<file path="src/common/sclk_pkg.sv">
package sclk_pkg;
   // Bus clock and the reset hold time
   localparam int CLK_PERIOD_NS = 10;
   localparam int RST_HOLD_NS = 100_000;
   // Least time, so it rounds up to whole cycles
   localparam int RST_HOLD_CYC = (RST_HOLD_NS + CLK_PERIOD_NS - 1) / CLK_PERIOD_NS;
   // Mask layout
   localparam int MASK_W = 16;
   localparam int MASK_IDX_W = 4;
   localparam int NUM_CLK = 10;
   localparam int PAIR_CLKS = 4;
   localparam int SINGLE_BASE = 8;
   localparam logic [15:0] MASK_RESET = 16'h0000;
   // Bus cycles per shift phase, and per half period of the primary clock
   localparam int SHIFT_DIV = 4;
   localparam int PCLK_HALF = 1;
   // General-purpose pins
   localparam int GPIO_W = 4;
   localparam int PIN_SHIFT = 0;
   localparam int PIN_LOAD = 2;
   localparam logic [3:0] GPIO_RESET = 4'h0;
   // Register byte offsets
   localparam logic [7:0] OFF_CLK_MASK = 8'h00;
   localparam logic [7:0] OFF_BRIDGE = 8'h04;
   localparam logic [7:0] OFF_STATUS = 8'h08;
   localparam logic [7:0] OFF_GPIO_OUT = 8'h0c;
   localparam logic [7:0] OFF_GPIO_OE = 8'h10;
   localparam logic [7:0] OFF_GPIO_IN = 8'h14;
   // Field positions
   localparam int SEC_RST_BIT = 6;
   localparam int CLR_FIELD_LSB = 8;
   // Bus answers
   localparam logic [1:0] RESP_OKAY = 2'h0;
   localparam logic [1:0] RESP_SLVERR = 2'h2;
endpackage : sclk_pkg

</file>
<file path="src/common/mask_load_if.sv">
`timescale 1ns/1ns
`default_nettype none
// Link between the control block and the mask shift sequencer
interface mask_load_if;
   logic run; // Level: primary reset released
   logic busy; // Load or shift under way
   logic done; // All mask bits taken
   logic bit_we; // One-cycle pulse: store bit_val at bit_idx
   logic [3:0] bit_idx;
   logic bit_val;
   logic load_pin; // Parallel load control, low to load
   logic shift_pin; // Shift control, rising edge shifts
   modport ctrl(output run, input busy, done, bit_we, bit_idx, bit_val, load_pin, shift_pin);
   modport seq(input run, output busy, done, bit_we, bit_idx, bit_val, load_pin, shift_pin);
endinterface : mask_load_if
`default_nettype wire

</file>
<file path="src/hdl/mask_shifter.sv">
`timescale 1ns/1ns
`default_nettype none
module mask_shifter #(
   parameter int SHIFT_DIV = sclk_pkg::SHIFT_DIV
) (
   input wire logic aclk,
   input wire logic aresetn,
   input wire logic serial_mask_input,
   mask_load_if.seq lk
);
   typedef enum logic [2:0] {
      ST_IDLE = 3'b000,
      ST_LOAD = 3'b001,
      ST_SAMPLE = 3'b010,
      ST_CLOCK = 3'b011,
      ST_DONE = 3'b100
   } shift_state_e;

   shift_state_e state_reg, state_next;
   logic [7:0] div_reg, div_next; // Phase timer
   logic [3:0] idx_reg, idx_next; // Bit being taken
   wire tick = (div_reg == 8'(SHIFT_DIV - 1));
   wire last_bit = (idx_reg == 4'(sclk_pkg::MASK_W - 1));

   // Pins and strobes decoded from the state
   assign lk.busy = (state_reg != ST_IDLE) && (state_reg != ST_DONE);
   assign lk.done = (state_reg == ST_DONE);
   assign lk.load_pin = (state_reg != ST_LOAD);
   assign lk.shift_pin = (state_reg == ST_CLOCK);
   assign lk.bit_we = (state_reg == ST_SAMPLE) && tick;
   assign lk.bit_idx = idx_reg;
   assign lk.bit_val = serial_mask_input;
   assign div_next = (!lk.busy || tick) ? 8'h00 : div_reg + 8'h01;

   // Load once, then sample and clock each bit from bit 0 up
   always_comb begin
      state_next = state_reg;
      idx_next = idx_reg;
      unique case (state_reg)
         ST_IDLE: begin
            idx_next = 4'h0;
            if (lk.run) state_next = ST_LOAD;
         end
         ST_LOAD: if (tick) state_next = ST_SAMPLE;
         ST_SAMPLE: if (tick) state_next = ST_CLOCK;
         ST_CLOCK: begin
            if (tick) begin
               state_next = last_bit ? ST_DONE : ST_SAMPLE;
               idx_next = last_bit ? idx_reg : idx_reg + 4'h1;
            end
         end
         ST_DONE: state_next = ST_DONE;
         default: state_next = ST_IDLE;
      endcase
      // Primary reset again aborts and restarts
      if (!lk.run) state_next = ST_IDLE;
   end

   // State registers
   always_ff @(posedge aclk) begin
      if (!aresetn) begin
         state_reg <= ST_IDLE;
         div_reg <= 8'h00;
         idx_reg <= 4'h0;
      end else begin
         state_reg <= state_next;
         div_reg <= div_next;
         idx_reg <= idx_next;
      end
   end
endmodule : mask_shifter
`default_nettype wire

</file>
<file path="src/hdl/sec_clk_gen.sv">
`timescale 1ns/1ns
`default_nettype none
module sec_clk_gen #(
   parameter int NUM_CLK = sclk_pkg::NUM_CLK,
   parameter int PCLK_HALF = sclk_pkg::PCLK_HALF
) (
   input wire logic aclk,
   input wire logic aresetn,
   input wire logic run,
   input wire logic halve,
   input wire logic [NUM_CLK-1:0] mask_off,
   output logic [NUM_CLK-1:0] clk_out
);
   logic [7:0] div_reg; // Primary clock half-period timer
   logic pclk_reg; // Primary clock phase
   logic half_reg; // Primary clock divided by two
   wire tick = run && (div_reg == 8'(PCLK_HALF - 1));
   wire pclk_next = tick ? ~pclk_reg : pclk_reg;
   wire half_next = (tick && !pclk_reg) ? ~half_reg : half_reg;
   // Halved only for a fast primary with a slow secondary
   wire src_next = halve ? half_next : pclk_next;

   // Phase generator; any rate up to the divider's limit
   always_ff @(posedge aclk) begin
      if (!aresetn || !run) begin
         div_reg <= 8'h00;
         pclk_reg <= 1'b0;
         half_reg <= 1'b0;
      end else begin
         div_reg <= tick ? 8'h00 : div_reg + 8'h01;
         pclk_reg <= pclk_next;
         half_reg <= half_next;
      end
   end

   // Same edge as the phase flop keeps outputs in phase
   for (genvar i = 0; i < NUM_CLK; i++) begin : g_out
      always_ff @(posedge aclk) begin
         if (!aresetn || !run) clk_out[i] <= 1'b0; // Stopped
         else clk_out[i] <= mask_off[i] | src_next; // Masked sits high
      end
   end

   masked_high_a: assert property (@(posedge aclk) disable iff (!aresetn)
      run && mask_off[0] ##1 run |-> clk_out[0])
      else $error("masked clock not held high");
   in_phase_a: assert property (@(posedge aclk) disable iff (!aresetn)
      run && !halve && !mask_off[1] |=> clk_out[1] == pclk_reg)
      else $error("clock not in phase with primary");
   stopped_low_a: assert property (@(posedge aclk) disable iff (!aresetn)
      !run |=> clk_out == '0)
      else $error("clock runs during primary reset");
endmodule : sec_clk_gen
`default_nettype wire

</file>
<file path="src/hdl/sec_clock_ctrl.sv">
// Added by the designer: register access over AXI4-Lite and the address map.
`timescale 1ns/1ns
`default_nettype none
module sec_clock_ctrl #(
   parameter int HOLD_CYCLES = sclk_pkg::RST_HOLD_CYC,
   parameter int SHIFT_DIV = sclk_pkg::SHIFT_DIV,
   parameter int PCLK_HALF = sclk_pkg::PCLK_HALF
) (
   input wire logic aclk,
   input wire logic aresetn,
   // Register bus
   input wire logic [7:0] awaddr,
   input wire logic awvalid,
   output logic awready,
   input wire logic [31:0] wdata,
   input wire logic [3:0] wstrb,
   input wire logic wvalid,
   output logic wready,
   output logic [1:0] bresp,
   output logic bvalid,
   input wire logic bready,
   input wire logic [7:0] araddr,
   input wire logic arvalid,
   output logic arready,
   output logic [31:0] rdata,
   output logic [1:0] rresp,
   output logic rvalid,
   input wire logic rready,
   // Bridge pins
   input wire logic primary_reset_n,
   input wire logic primary_fast_enable,
   input wire logic secondary_fast_enable,
   input wire logic serial_mask_input,
   output logic secondary_reset_n,
   output logic [9:0] secondary_clock_out,
   input wire logic [3:0] gpio_in,
   output logic [3:0] gpio_out,
   output logic [3:0] gpio_oe
);
   localparam int HOLD_W = $clog2(HOLD_CYCLES + 1);

   ////////////////////////////////////////////////////////////////////////////
   // State
   ////////////////////////////////////////////////////////////////////////////
   logic [15:0] mask_reg, mask_next; // Clock disable mask
   logic sec_rst_reg; // Software secondary reset bit
   logic [3:0] gpio_dat_reg, gpio_dat_next; // Output data field
   logic [3:0] gpio_en_reg, gpio_en_next; // Output enable field
   logic [HOLD_W-1:0] hold_cnt_reg; // Reset hold timer
   logic bvalid_reg, rvalid_reg;
   logic [1:0] bresp_reg, rresp_reg;
   logic [31:0] rdata_reg;
   logic [9:0] clk_off; // Per-output disable
   mask_load_if lk();

   ////////////////////////////////////////////////////////////////////////////
   // Mask shift sequencer
   ////////////////////////////////////////////////////////////////////////////
   // Runs as soon as primary reset is gone; secondary reset is then held
   assign lk.run = primary_reset_n;

   mask_shifter #(
      .SHIFT_DIV(SHIFT_DIV)
   ) u_shifter (
      .aclk(aclk),
      .aresetn(aresetn),
      .serial_mask_input(serial_mask_input),
      .lk(lk)
   );

   ////////////////////////////////////////////////////////////////////////////
   // Write channel decode
   ////////////////////////////////////////////////////////////////////////////
   // Both halves taken together, only with no response pending
   wire wr_go = awvalid && wvalid && !bvalid_reg;
   wire wr_mask = wr_go && (awaddr == sclk_pkg::OFF_CLK_MASK);
   wire wr_bridge = wr_go && (awaddr == sclk_pkg::OFF_BRIDGE);
   wire wr_gout = wr_go && (awaddr == sclk_pkg::OFF_GPIO_OUT);
   wire wr_goe = wr_go && (awaddr == sclk_pkg::OFF_GPIO_OE);
   // Read-only offsets still answer OKAY; the write is dropped
   wire wr_ro = (awaddr == sclk_pkg::OFF_STATUS) || (awaddr == sclk_pkg::OFF_GPIO_IN);
   wire wr_known = wr_mask || wr_bridge || wr_gout || wr_goe || (wr_go && wr_ro);
   wire [7:0] set_f = wdata[7:0] & {8{wstrb[0]}};
   wire [7:0] clr_f = wdata[15:8] & {8{wstrb[1]}};
   assign awready = wr_go;
   assign wready = wr_go;

   ////////////////////////////////////////////////////////////////////////////
   // Mask register next value
   ////////////////////////////////////////////////////////////////////////////
   always_comb begin
      mask_next = mask_reg;
      // Software rewrite at any time, by byte lane
      if (wr_mask) begin
         if (wstrb[0]) mask_next[7:0] = wdata[7:0];
         if (wstrb[1]) mask_next[15:8] = wdata[15:8];
      end
      // A shifted bit wins over a software write in the same cycle
      if (lk.bit_we) mask_next[lk.bit_idx] = lk.bit_val;
   end

   // General-purpose fields: write one to set, write one to clear
   assign gpio_dat_next = wr_gout ? (gpio_dat_reg | set_f[3:0]) & ~clr_f[3:0] : gpio_dat_reg;
   assign gpio_en_next = wr_goe ? (gpio_en_reg | set_f[3:0]) & ~clr_f[3:0] : gpio_en_reg;

   // Software registers
   always_ff @(posedge aclk) begin
      if (!aresetn) begin
         mask_reg <= sclk_pkg::MASK_RESET;
         sec_rst_reg <= 1'b0;
         gpio_dat_reg <= sclk_pkg::GPIO_RESET;
         gpio_en_reg <= sclk_pkg::GPIO_RESET;
      end else begin
         mask_reg <= mask_next;
         if (wr_bridge && wstrb[0]) sec_rst_reg <= wdata[sclk_pkg::SEC_RST_BIT];
         gpio_dat_reg <= gpio_dat_next;
         gpio_en_reg <= gpio_en_next;
      end
   end

   ////////////////////////////////////////////////////////////////////////////
   // Secondary reset sequencing
   ////////////////////////////////////////////////////////////////////////////
   // Hold timer runs only after the shift and with the bit clear
   wire hold_ok = (hold_cnt_reg == HOLD_W'(HOLD_CYCLES));
   wire hold_clr = !lk.done || sec_rst_reg || !primary_reset_n;
   wire sec_rel_next = primary_reset_n && lk.done && !sec_rst_reg && hold_ok;

   // Timer and reset output; release waits for the bit to clear
   always_ff @(posedge aclk) begin
      if (!aresetn) begin
         hold_cnt_reg <= '0;
         secondary_reset_n <= 1'b0;
      end else begin
         if (hold_clr) hold_cnt_reg <= '0;
         else if (!hold_ok) hold_cnt_reg <= hold_cnt_reg + HOLD_W'(1);
         secondary_reset_n <= sec_rel_next;
      end
   end

   ////////////////////////////////////////////////////////////////////////////
   // General-purpose pins
   ////////////////////////////////////////////////////////////////////////////
   // Sequencer owns pins 0 and 2 only while shifting
   wire [3:0] pin_seq_en = 4'((1 << sclk_pkg::PIN_SHIFT) | (1 << sclk_pkg::PIN_LOAD));
   wire [3:0] pin_seq_dat = 4'({3'h0, lk.shift_pin} << sclk_pkg::PIN_SHIFT)
      | 4'({3'h0, lk.load_pin} << sclk_pkg::PIN_LOAD);
   wire [3:0] pin_oe_next = lk.busy ? (gpio_en_reg | pin_seq_en) : gpio_en_reg;
   wire [3:0] pin_dat_next = lk.busy ? (gpio_dat_reg & ~pin_seq_en) | pin_seq_dat
      : gpio_dat_reg;

   // Pin flops keep the pads glitch free
   always_ff @(posedge aclk) begin
      if (!aresetn) begin
         gpio_oe <= 4'h0;
         gpio_out <= 4'h0;
      end else begin
         gpio_oe <= pin_oe_next;
         gpio_out <= pin_dat_next;
      end
   end

   ////////////////////////////////////////////////////////////////////////////
   // Secondary clock outputs
   ////////////////////////////////////////////////////////////////////////////
   // Either bit of a pair disables its output
   for (genvar i = 0; i < sclk_pkg::PAIR_CLKS; i++) begin : g_pair
      assign clk_off[i] = mask_reg[2*i] | mask_reg[2*i+1];
   end
   // Single bits for the rest; top two bits unused
   for (genvar j = sclk_pkg::PAIR_CLKS; j < sclk_pkg::NUM_CLK; j++) begin : g_single
      assign clk_off[j] = mask_reg[sclk_pkg::SINGLE_BASE + j - sclk_pkg::PAIR_CLKS];
   end

   // Halving decided by the two speed pins
   sec_clk_gen #(
      .NUM_CLK(sclk_pkg::NUM_CLK),
      .PCLK_HALF(PCLK_HALF)
   ) u_clk_gen (
      .aclk(aclk),
      .aresetn(aresetn),
      .run(primary_reset_n),
      .halve(primary_fast_enable && !secondary_fast_enable),
      .mask_off(clk_off),
      .clk_out(secondary_clock_out)
   );

   ////////////////////////////////////////////////////////////////////////////
   // Response channels
   ////////////////////////////////////////////////////////////////////////////
   wire rd_go = arvalid && !rvalid_reg;
   wire [31:0] status_word = {28'h0, hold_ok, lk.busy, secondary_reset_n, lk.done};
   wire rd_known = (araddr == sclk_pkg::OFF_CLK_MASK) || (araddr == sclk_pkg::OFF_BRIDGE)
      || (araddr == sclk_pkg::OFF_STATUS) || (araddr == sclk_pkg::OFF_GPIO_OUT)
      || (araddr == sclk_pkg::OFF_GPIO_OE) || (araddr == sclk_pkg::OFF_GPIO_IN);
   wire [31:0] rd_sel =
      (araddr == sclk_pkg::OFF_CLK_MASK) ? {16'h0, mask_reg} :
      (araddr == sclk_pkg::OFF_BRIDGE) ? 32'(sec_rst_reg) << sclk_pkg::SEC_RST_BIT :
      (araddr == sclk_pkg::OFF_STATUS) ? status_word :
      (araddr == sclk_pkg::OFF_GPIO_OUT) ? {28'h0, gpio_dat_reg} :
      (araddr == sclk_pkg::OFF_GPIO_OE) ? {28'h0, gpio_en_reg} :
      (araddr == sclk_pkg::OFF_GPIO_IN) ? {28'h0, gpio_in} : 32'h0;
   assign arready = !rvalid_reg;
   assign bvalid = bvalid_reg;
   assign bresp = bresp_reg;
   assign rvalid = rvalid_reg;
   assign rresp = rresp_reg;
   assign rdata = rdata_reg;

   // Write answer one cycle after the take; unmapped gets SLVERR
   always_ff @(posedge aclk) begin
      if (!aresetn) begin
         bvalid_reg <= 1'b0;
         bresp_reg <= sclk_pkg::RESP_OKAY;
      end else if (wr_go) begin
         bvalid_reg <= 1'b1;
         bresp_reg <= wr_known ? sclk_pkg::RESP_OKAY : sclk_pkg::RESP_SLVERR;
      end else if (bready) begin
         bvalid_reg <= 1'b0;
      end
   end

   // Read answer one cycle after the take; unmapped reads zero
   always_ff @(posedge aclk) begin
      if (!aresetn) begin
         rvalid_reg <= 1'b0;
         rresp_reg <= sclk_pkg::RESP_OKAY;
         rdata_reg <= 32'h0;
      end else if (rd_go) begin
         rvalid_reg <= 1'b1;
         rresp_reg <= rd_known ? sclk_pkg::RESP_OKAY : sclk_pkg::RESP_SLVERR;
         rdata_reg <= rd_sel;
      end else if (rready) begin
         rvalid_reg <= 1'b0;
      end
   end

   ////////////////////////////////////////////////////////////////////////////
   // Checks
   ////////////////////////////////////////////////////////////////////////////
   shift_hold_a: assert property (@(posedge aclk) disable iff (!aresetn)
      !lk.done |=> !secondary_reset_n)
      else $error("secondary reset released before shift end");
   hold_time_a: assert property (@(posedge aclk) disable iff (!aresetn)
      $rose(secondary_reset_n) |-> $past(hold_ok) && $past(lk.done))
      else $error("secondary reset released before hold time");
   bit_reset_a: assert property (@(posedge aclk) disable iff (!aresetn)
      sec_rst_reg |=> !secondary_reset_n)
      else $error("reset bit did not hold secondary reset");
   shift_start_a: assert property (@(posedge aclk) disable iff (!aresetn)
      $rose(primary_reset_n) |-> ##[1:2] lk.busy)
      else $error("mask shift did not start");
   shift_store_a: assert property (@(posedge aclk) disable iff (!aresetn)
      lk.bit_we |=> mask_reg[$past(lk.bit_idx)] == $past(lk.bit_val))
      else $error("shifted bit not stored");
   mask_write_a: assert property (@(posedge aclk) disable iff (!aresetn)
      wr_mask && wstrb[1:0] == 2'h3 && !lk.bit_we |=> mask_reg == $past(wdata[15:0]))
      else $error("mask write not applied");
   pin_drive_a: assert property (@(posedge aclk) disable iff (!aresetn)
      lk.busy |=> gpio_oe[sclk_pkg::PIN_SHIFT] && gpio_oe[sclk_pkg::PIN_LOAD])
      else $error("shift control pins not driven");
   pin_free_a: assert property (@(posedge aclk) disable iff (!aresetn)
      lk.done |=> gpio_oe == $past(gpio_en_reg))
      else $error("pins not returned after shift");
endmodule : sec_clock_ctrl
`default_nettype wire

</file>
<file path="config.mk">
export PLATFORM = sky130hd
export DESIGN_NAME = sec_clock_ctrl
export DESIGN_NICKNAME = d
export VERILOG_FILES = /design/src/common/sclk_pkg.sv /design/src/common/mask_load_if.sv /design/src/hdl/mask_shifter.sv /design/src/hdl/sec_clk_gen.sv /design/src/hdl/sec_clock_ctrl.sv
export SDC_FILE = /design/constraint.sdc
export NUM_CORES = 1
export LEC_CHECK = 0
export CAP_MARGIN = 10
export CORE_UTILIZATION = 25
export CTS_CLUSTER_SIZE = 28
export DETAILED_ROUTE_END_ITERATION = 12
export DONT_BUFFER_PORTS = 1
export HOLD_SLACK_MARGIN = 0.03
export PLACE_DENSITY_LB_ADDON = 0.15
export SYNTH_ARGS = -nofsm -noshare
export SYNTH_HDL_FRONTEND = slang
export SYNTH_SLANG_ARGS = --single-unit
export TNS_END_PERCENT = 100
</file>
<file path="constraint.sdc">
create_clock -name aclk -period 3 [get_ports aclk]
set_clock_uncertainty 0.15 [all_clocks]
set_input_delay 0 -clock aclk [delete_from_list [all_inputs] [get_ports aclk]]
set_output_delay 0 -clock aclk [all_outputs]
set_load 0.05 [all_outputs]
</file>
==> summary.txt <==
ys async rst share: 0
XOR/XNOR share of the synthesized area: 0.0415
Peak VDD IR: 0.000268 V
Setup Buffers After CTS: 0
largest net degree at the start of global routing: 36
register area share after synthesis: 0.425
final hold viol count: 0
final slew viol count: 0
DR iter-0 viols: 321
Die Area: 0.0200 mm^2
final net count: 691
Worst Tran Pin Value: 1.18 ns
Syn Inst Count: 556
Worst-path clk slew: 0.07 ns
CTS Buf Count: 9
multi-input logic area: 0.00251 mm^2
Starting Density: 0.257
worst hold path class: input port to register
Leak: 2.12 nW
GRT Total Usage: 0.144
Placer Congestion: 0.841
Max Fclk: 350 MHz
Setup Viol. Count Final: 0
design area: 0.00600 mm^2
synth warn: 0
vias in the first global route: 4089
most frequent cells in the layout: dfxtp_1, nor2_1, dlygate4sd3_1, nand3_1, nand2_1
Synth Area in Simple Gates: 0.270
Synth Area in Compound Gates: 0.127
Crit Reg-Reg Startpoint: u_shifter.state_reg[1]$_SDFFE_PN0P_
placed wire-length estimate: 9870 um
CTS tree: done
unrepaired setup endpoints after global routing: false
Distinct cells, synth: 55
Cell Area, Placed: 0.00504 mm^2
final wirelength: 13900 um
via count: 4110
PortBufs: 0
register bit total from synthesis: 103
worst skew pair latency: 0.35 ns
DRC errors left: 0
initial antenna violation count: 0
multiplexer share of the synthesized area: 0.0371
Die Wd: 141 um
Place WS: 0.620 ns
CTS root buf: clkbuf_16
Post-Syn Area: 0.00486 mm^2
Row Count: 50
worst path required time: 3.15 ns
vias per inst: 4.68
FF+latch area: 0.00206 mm^2
Power Density: 469 mW/mm^2
Layout area overhead: 23.6%
TritonRoute pass-1 iters: 6
Rel. slew slack: 0.211
Startpoint Class: register
first-pass GRT wire length: 22000 um
antenna cells: 0
period utilisation layout: 0.952
CP Max Fanout: 12
core area: 0.0189 mm^2
grt ovf: 0
Arr. time, crit path: 3.01 ns
Fillers: 2062
clk sinks: 103
layout cells sized above 1: 0.0614
min-delay src: awaddr[6]
worst setup margin: 0.143 ns
H-tree depth: 3
post-route ant nets: 0
setup tns final: 0 ns
post-synth top area share: 0.425
commonest non-fill, non-tap cell in the layout: dfxtp_1
outcome: finished, final reports clean
Min Clock Period, post-route: 2.86 ns
Main synth FF type: dfxtp_1
Adder-Cell Fraction of Synth Area: 0.0258
Crit Path Class: register to register
Mean Syn Cell Area: 8.73 um^2
Synth area leaders: dfxtp_1, nor2_1, nand3_1
Longest Clk Path Bufs: 2
Top Ports: 127
Die Height: 141 um
Post-synth EDFFs: 0
post-synth top area cell: dfxtp_1
CP endpoint kind: register
drt wl/cell: 15.8 um
Worst Setup SP: u_shifter.state_reg[1]$_SDFFE_PN0P_
largest family of logic cells by synthesized area: simple AND/OR/NAND/NOR gates
Max Cap Viol: 0
kinds of logic (layout without fill, tap and decap cells):
| kind of cell | Yosys count | in the layout |
|---|---|---|
| AND/OR/NAND/NOR | 244 | 244 |
| flip-flops | 103 | 103 |
| AO/OA/AOI/OAI | 89 | 89 |
| buffers and inverters | 68 | 114 |
| XOR/XNOR | 23 | 23 |
| multiplexers | 18 | 18 |
| adder cells (fa/ha/maj) | 10 | 10 |
| other | 1 | 18 |
final timing paths:
kind / cells after the start / slack (ns) / to
setup / recovery: 6 / 0.14 / rdata[0]$_SDFFE_PN0P_
hold / removal: 4 / 0.01 / mask_reg[14]$_SDFF_PN0_
setup reg to reg: 6 / 0.14 / rdata[0]$_SDFFE_PN0P_
hold reg to reg: 1 / 0.31 / u_shifter.div_reg[0]$_SDFF_PP0_
Yosys cell counts, types with 3 or more instances:
master    number
a21oi_1       18
a221oi_1       7
a22oi_1       12
a31oi_1        8
a32oi_1        4
and2_1         6
and3_1         6
and4b_1        3
buf_4         19
buf_6          4
clkbuf_1      22
dfxtp_1      103
ha_1          10
inv_1         19
mux2i_1       18
nand2_1       27
nand2b_1       9
nand3_1       39
nand3b_1       4
nand4_1        9
nor2_1        79
nor2b_1        3
nor3_1        18
nor3b_1        4
nor4_1         5
nor4b_1        3
o21ai_0       20
o221a_1        8
or2_2          3
or3_1          6
or4_1          3
or4_4          4
xnor2_1       12
xor2_1        11
critical path, cell delays in order, from the launching register on:
cell and delay, ns:
dfxtp_1 0.43, or3b_2 0.52, o21ai_0 0.30, nand4b_1 0.13, dlygate4sd3_1 0.59, a21oi_1 0.12, dlygate4sd3_1 0.56
power breakdown:
part	internal (W)	switching [W]	leakage, nW
logic	0.0000884	0.000163	1.16
registers	0.00139	0.0000712	0.833
clock network	0.000568	0.000535	0.127
area by class of cell:
| type | instances | share of cell area |
|---|---|---|
| clock buffer | 12 | 0.0394 |
| inverter | 20 | 0.0125 |
| tap | 260 | 0.0542 |
| multi-input combinational | 402 | 0.419 |
| sequential | 103 | 0.344 |
| clock inverter | 4 | 0.00501 |
| timing repair buffer | 78 | 0.126 |
metal layers:
metal  global-route usage  part of all wire  vias up
met1                0.180              0.45     1926
met3               0.0418             0.061       18
met4               0.0555             0.021        0
met2                0.234              0.47      110
li1                     -                 -     2056
met5                    0                 0        -
through the flow:
step | util | hold slack (ns) | total power [W] | instances
after global placement | 0.267 | -0.00554 | 0.00167 | 795
after global routing | 0.318 | 0.0425 | 0.00294 | 879
final | 0.318 | 0.0118 | 0.00281 | 879
after detailed placement | 0.267 | -0.00257 | 0.00167 | 795
after CTS | 0.316 | 0.0334 | 0.00285 | 878
after floorplan | - | -0.00606 | 0.00166 | 573
what timing repair did:
action	CTS	global route
endpoints found under the setup margin	0	7
hold buffers	67	2
hold endpoints to repair	76	5
gates resized for setup	0	3
(Power assumes the default switching activity.)
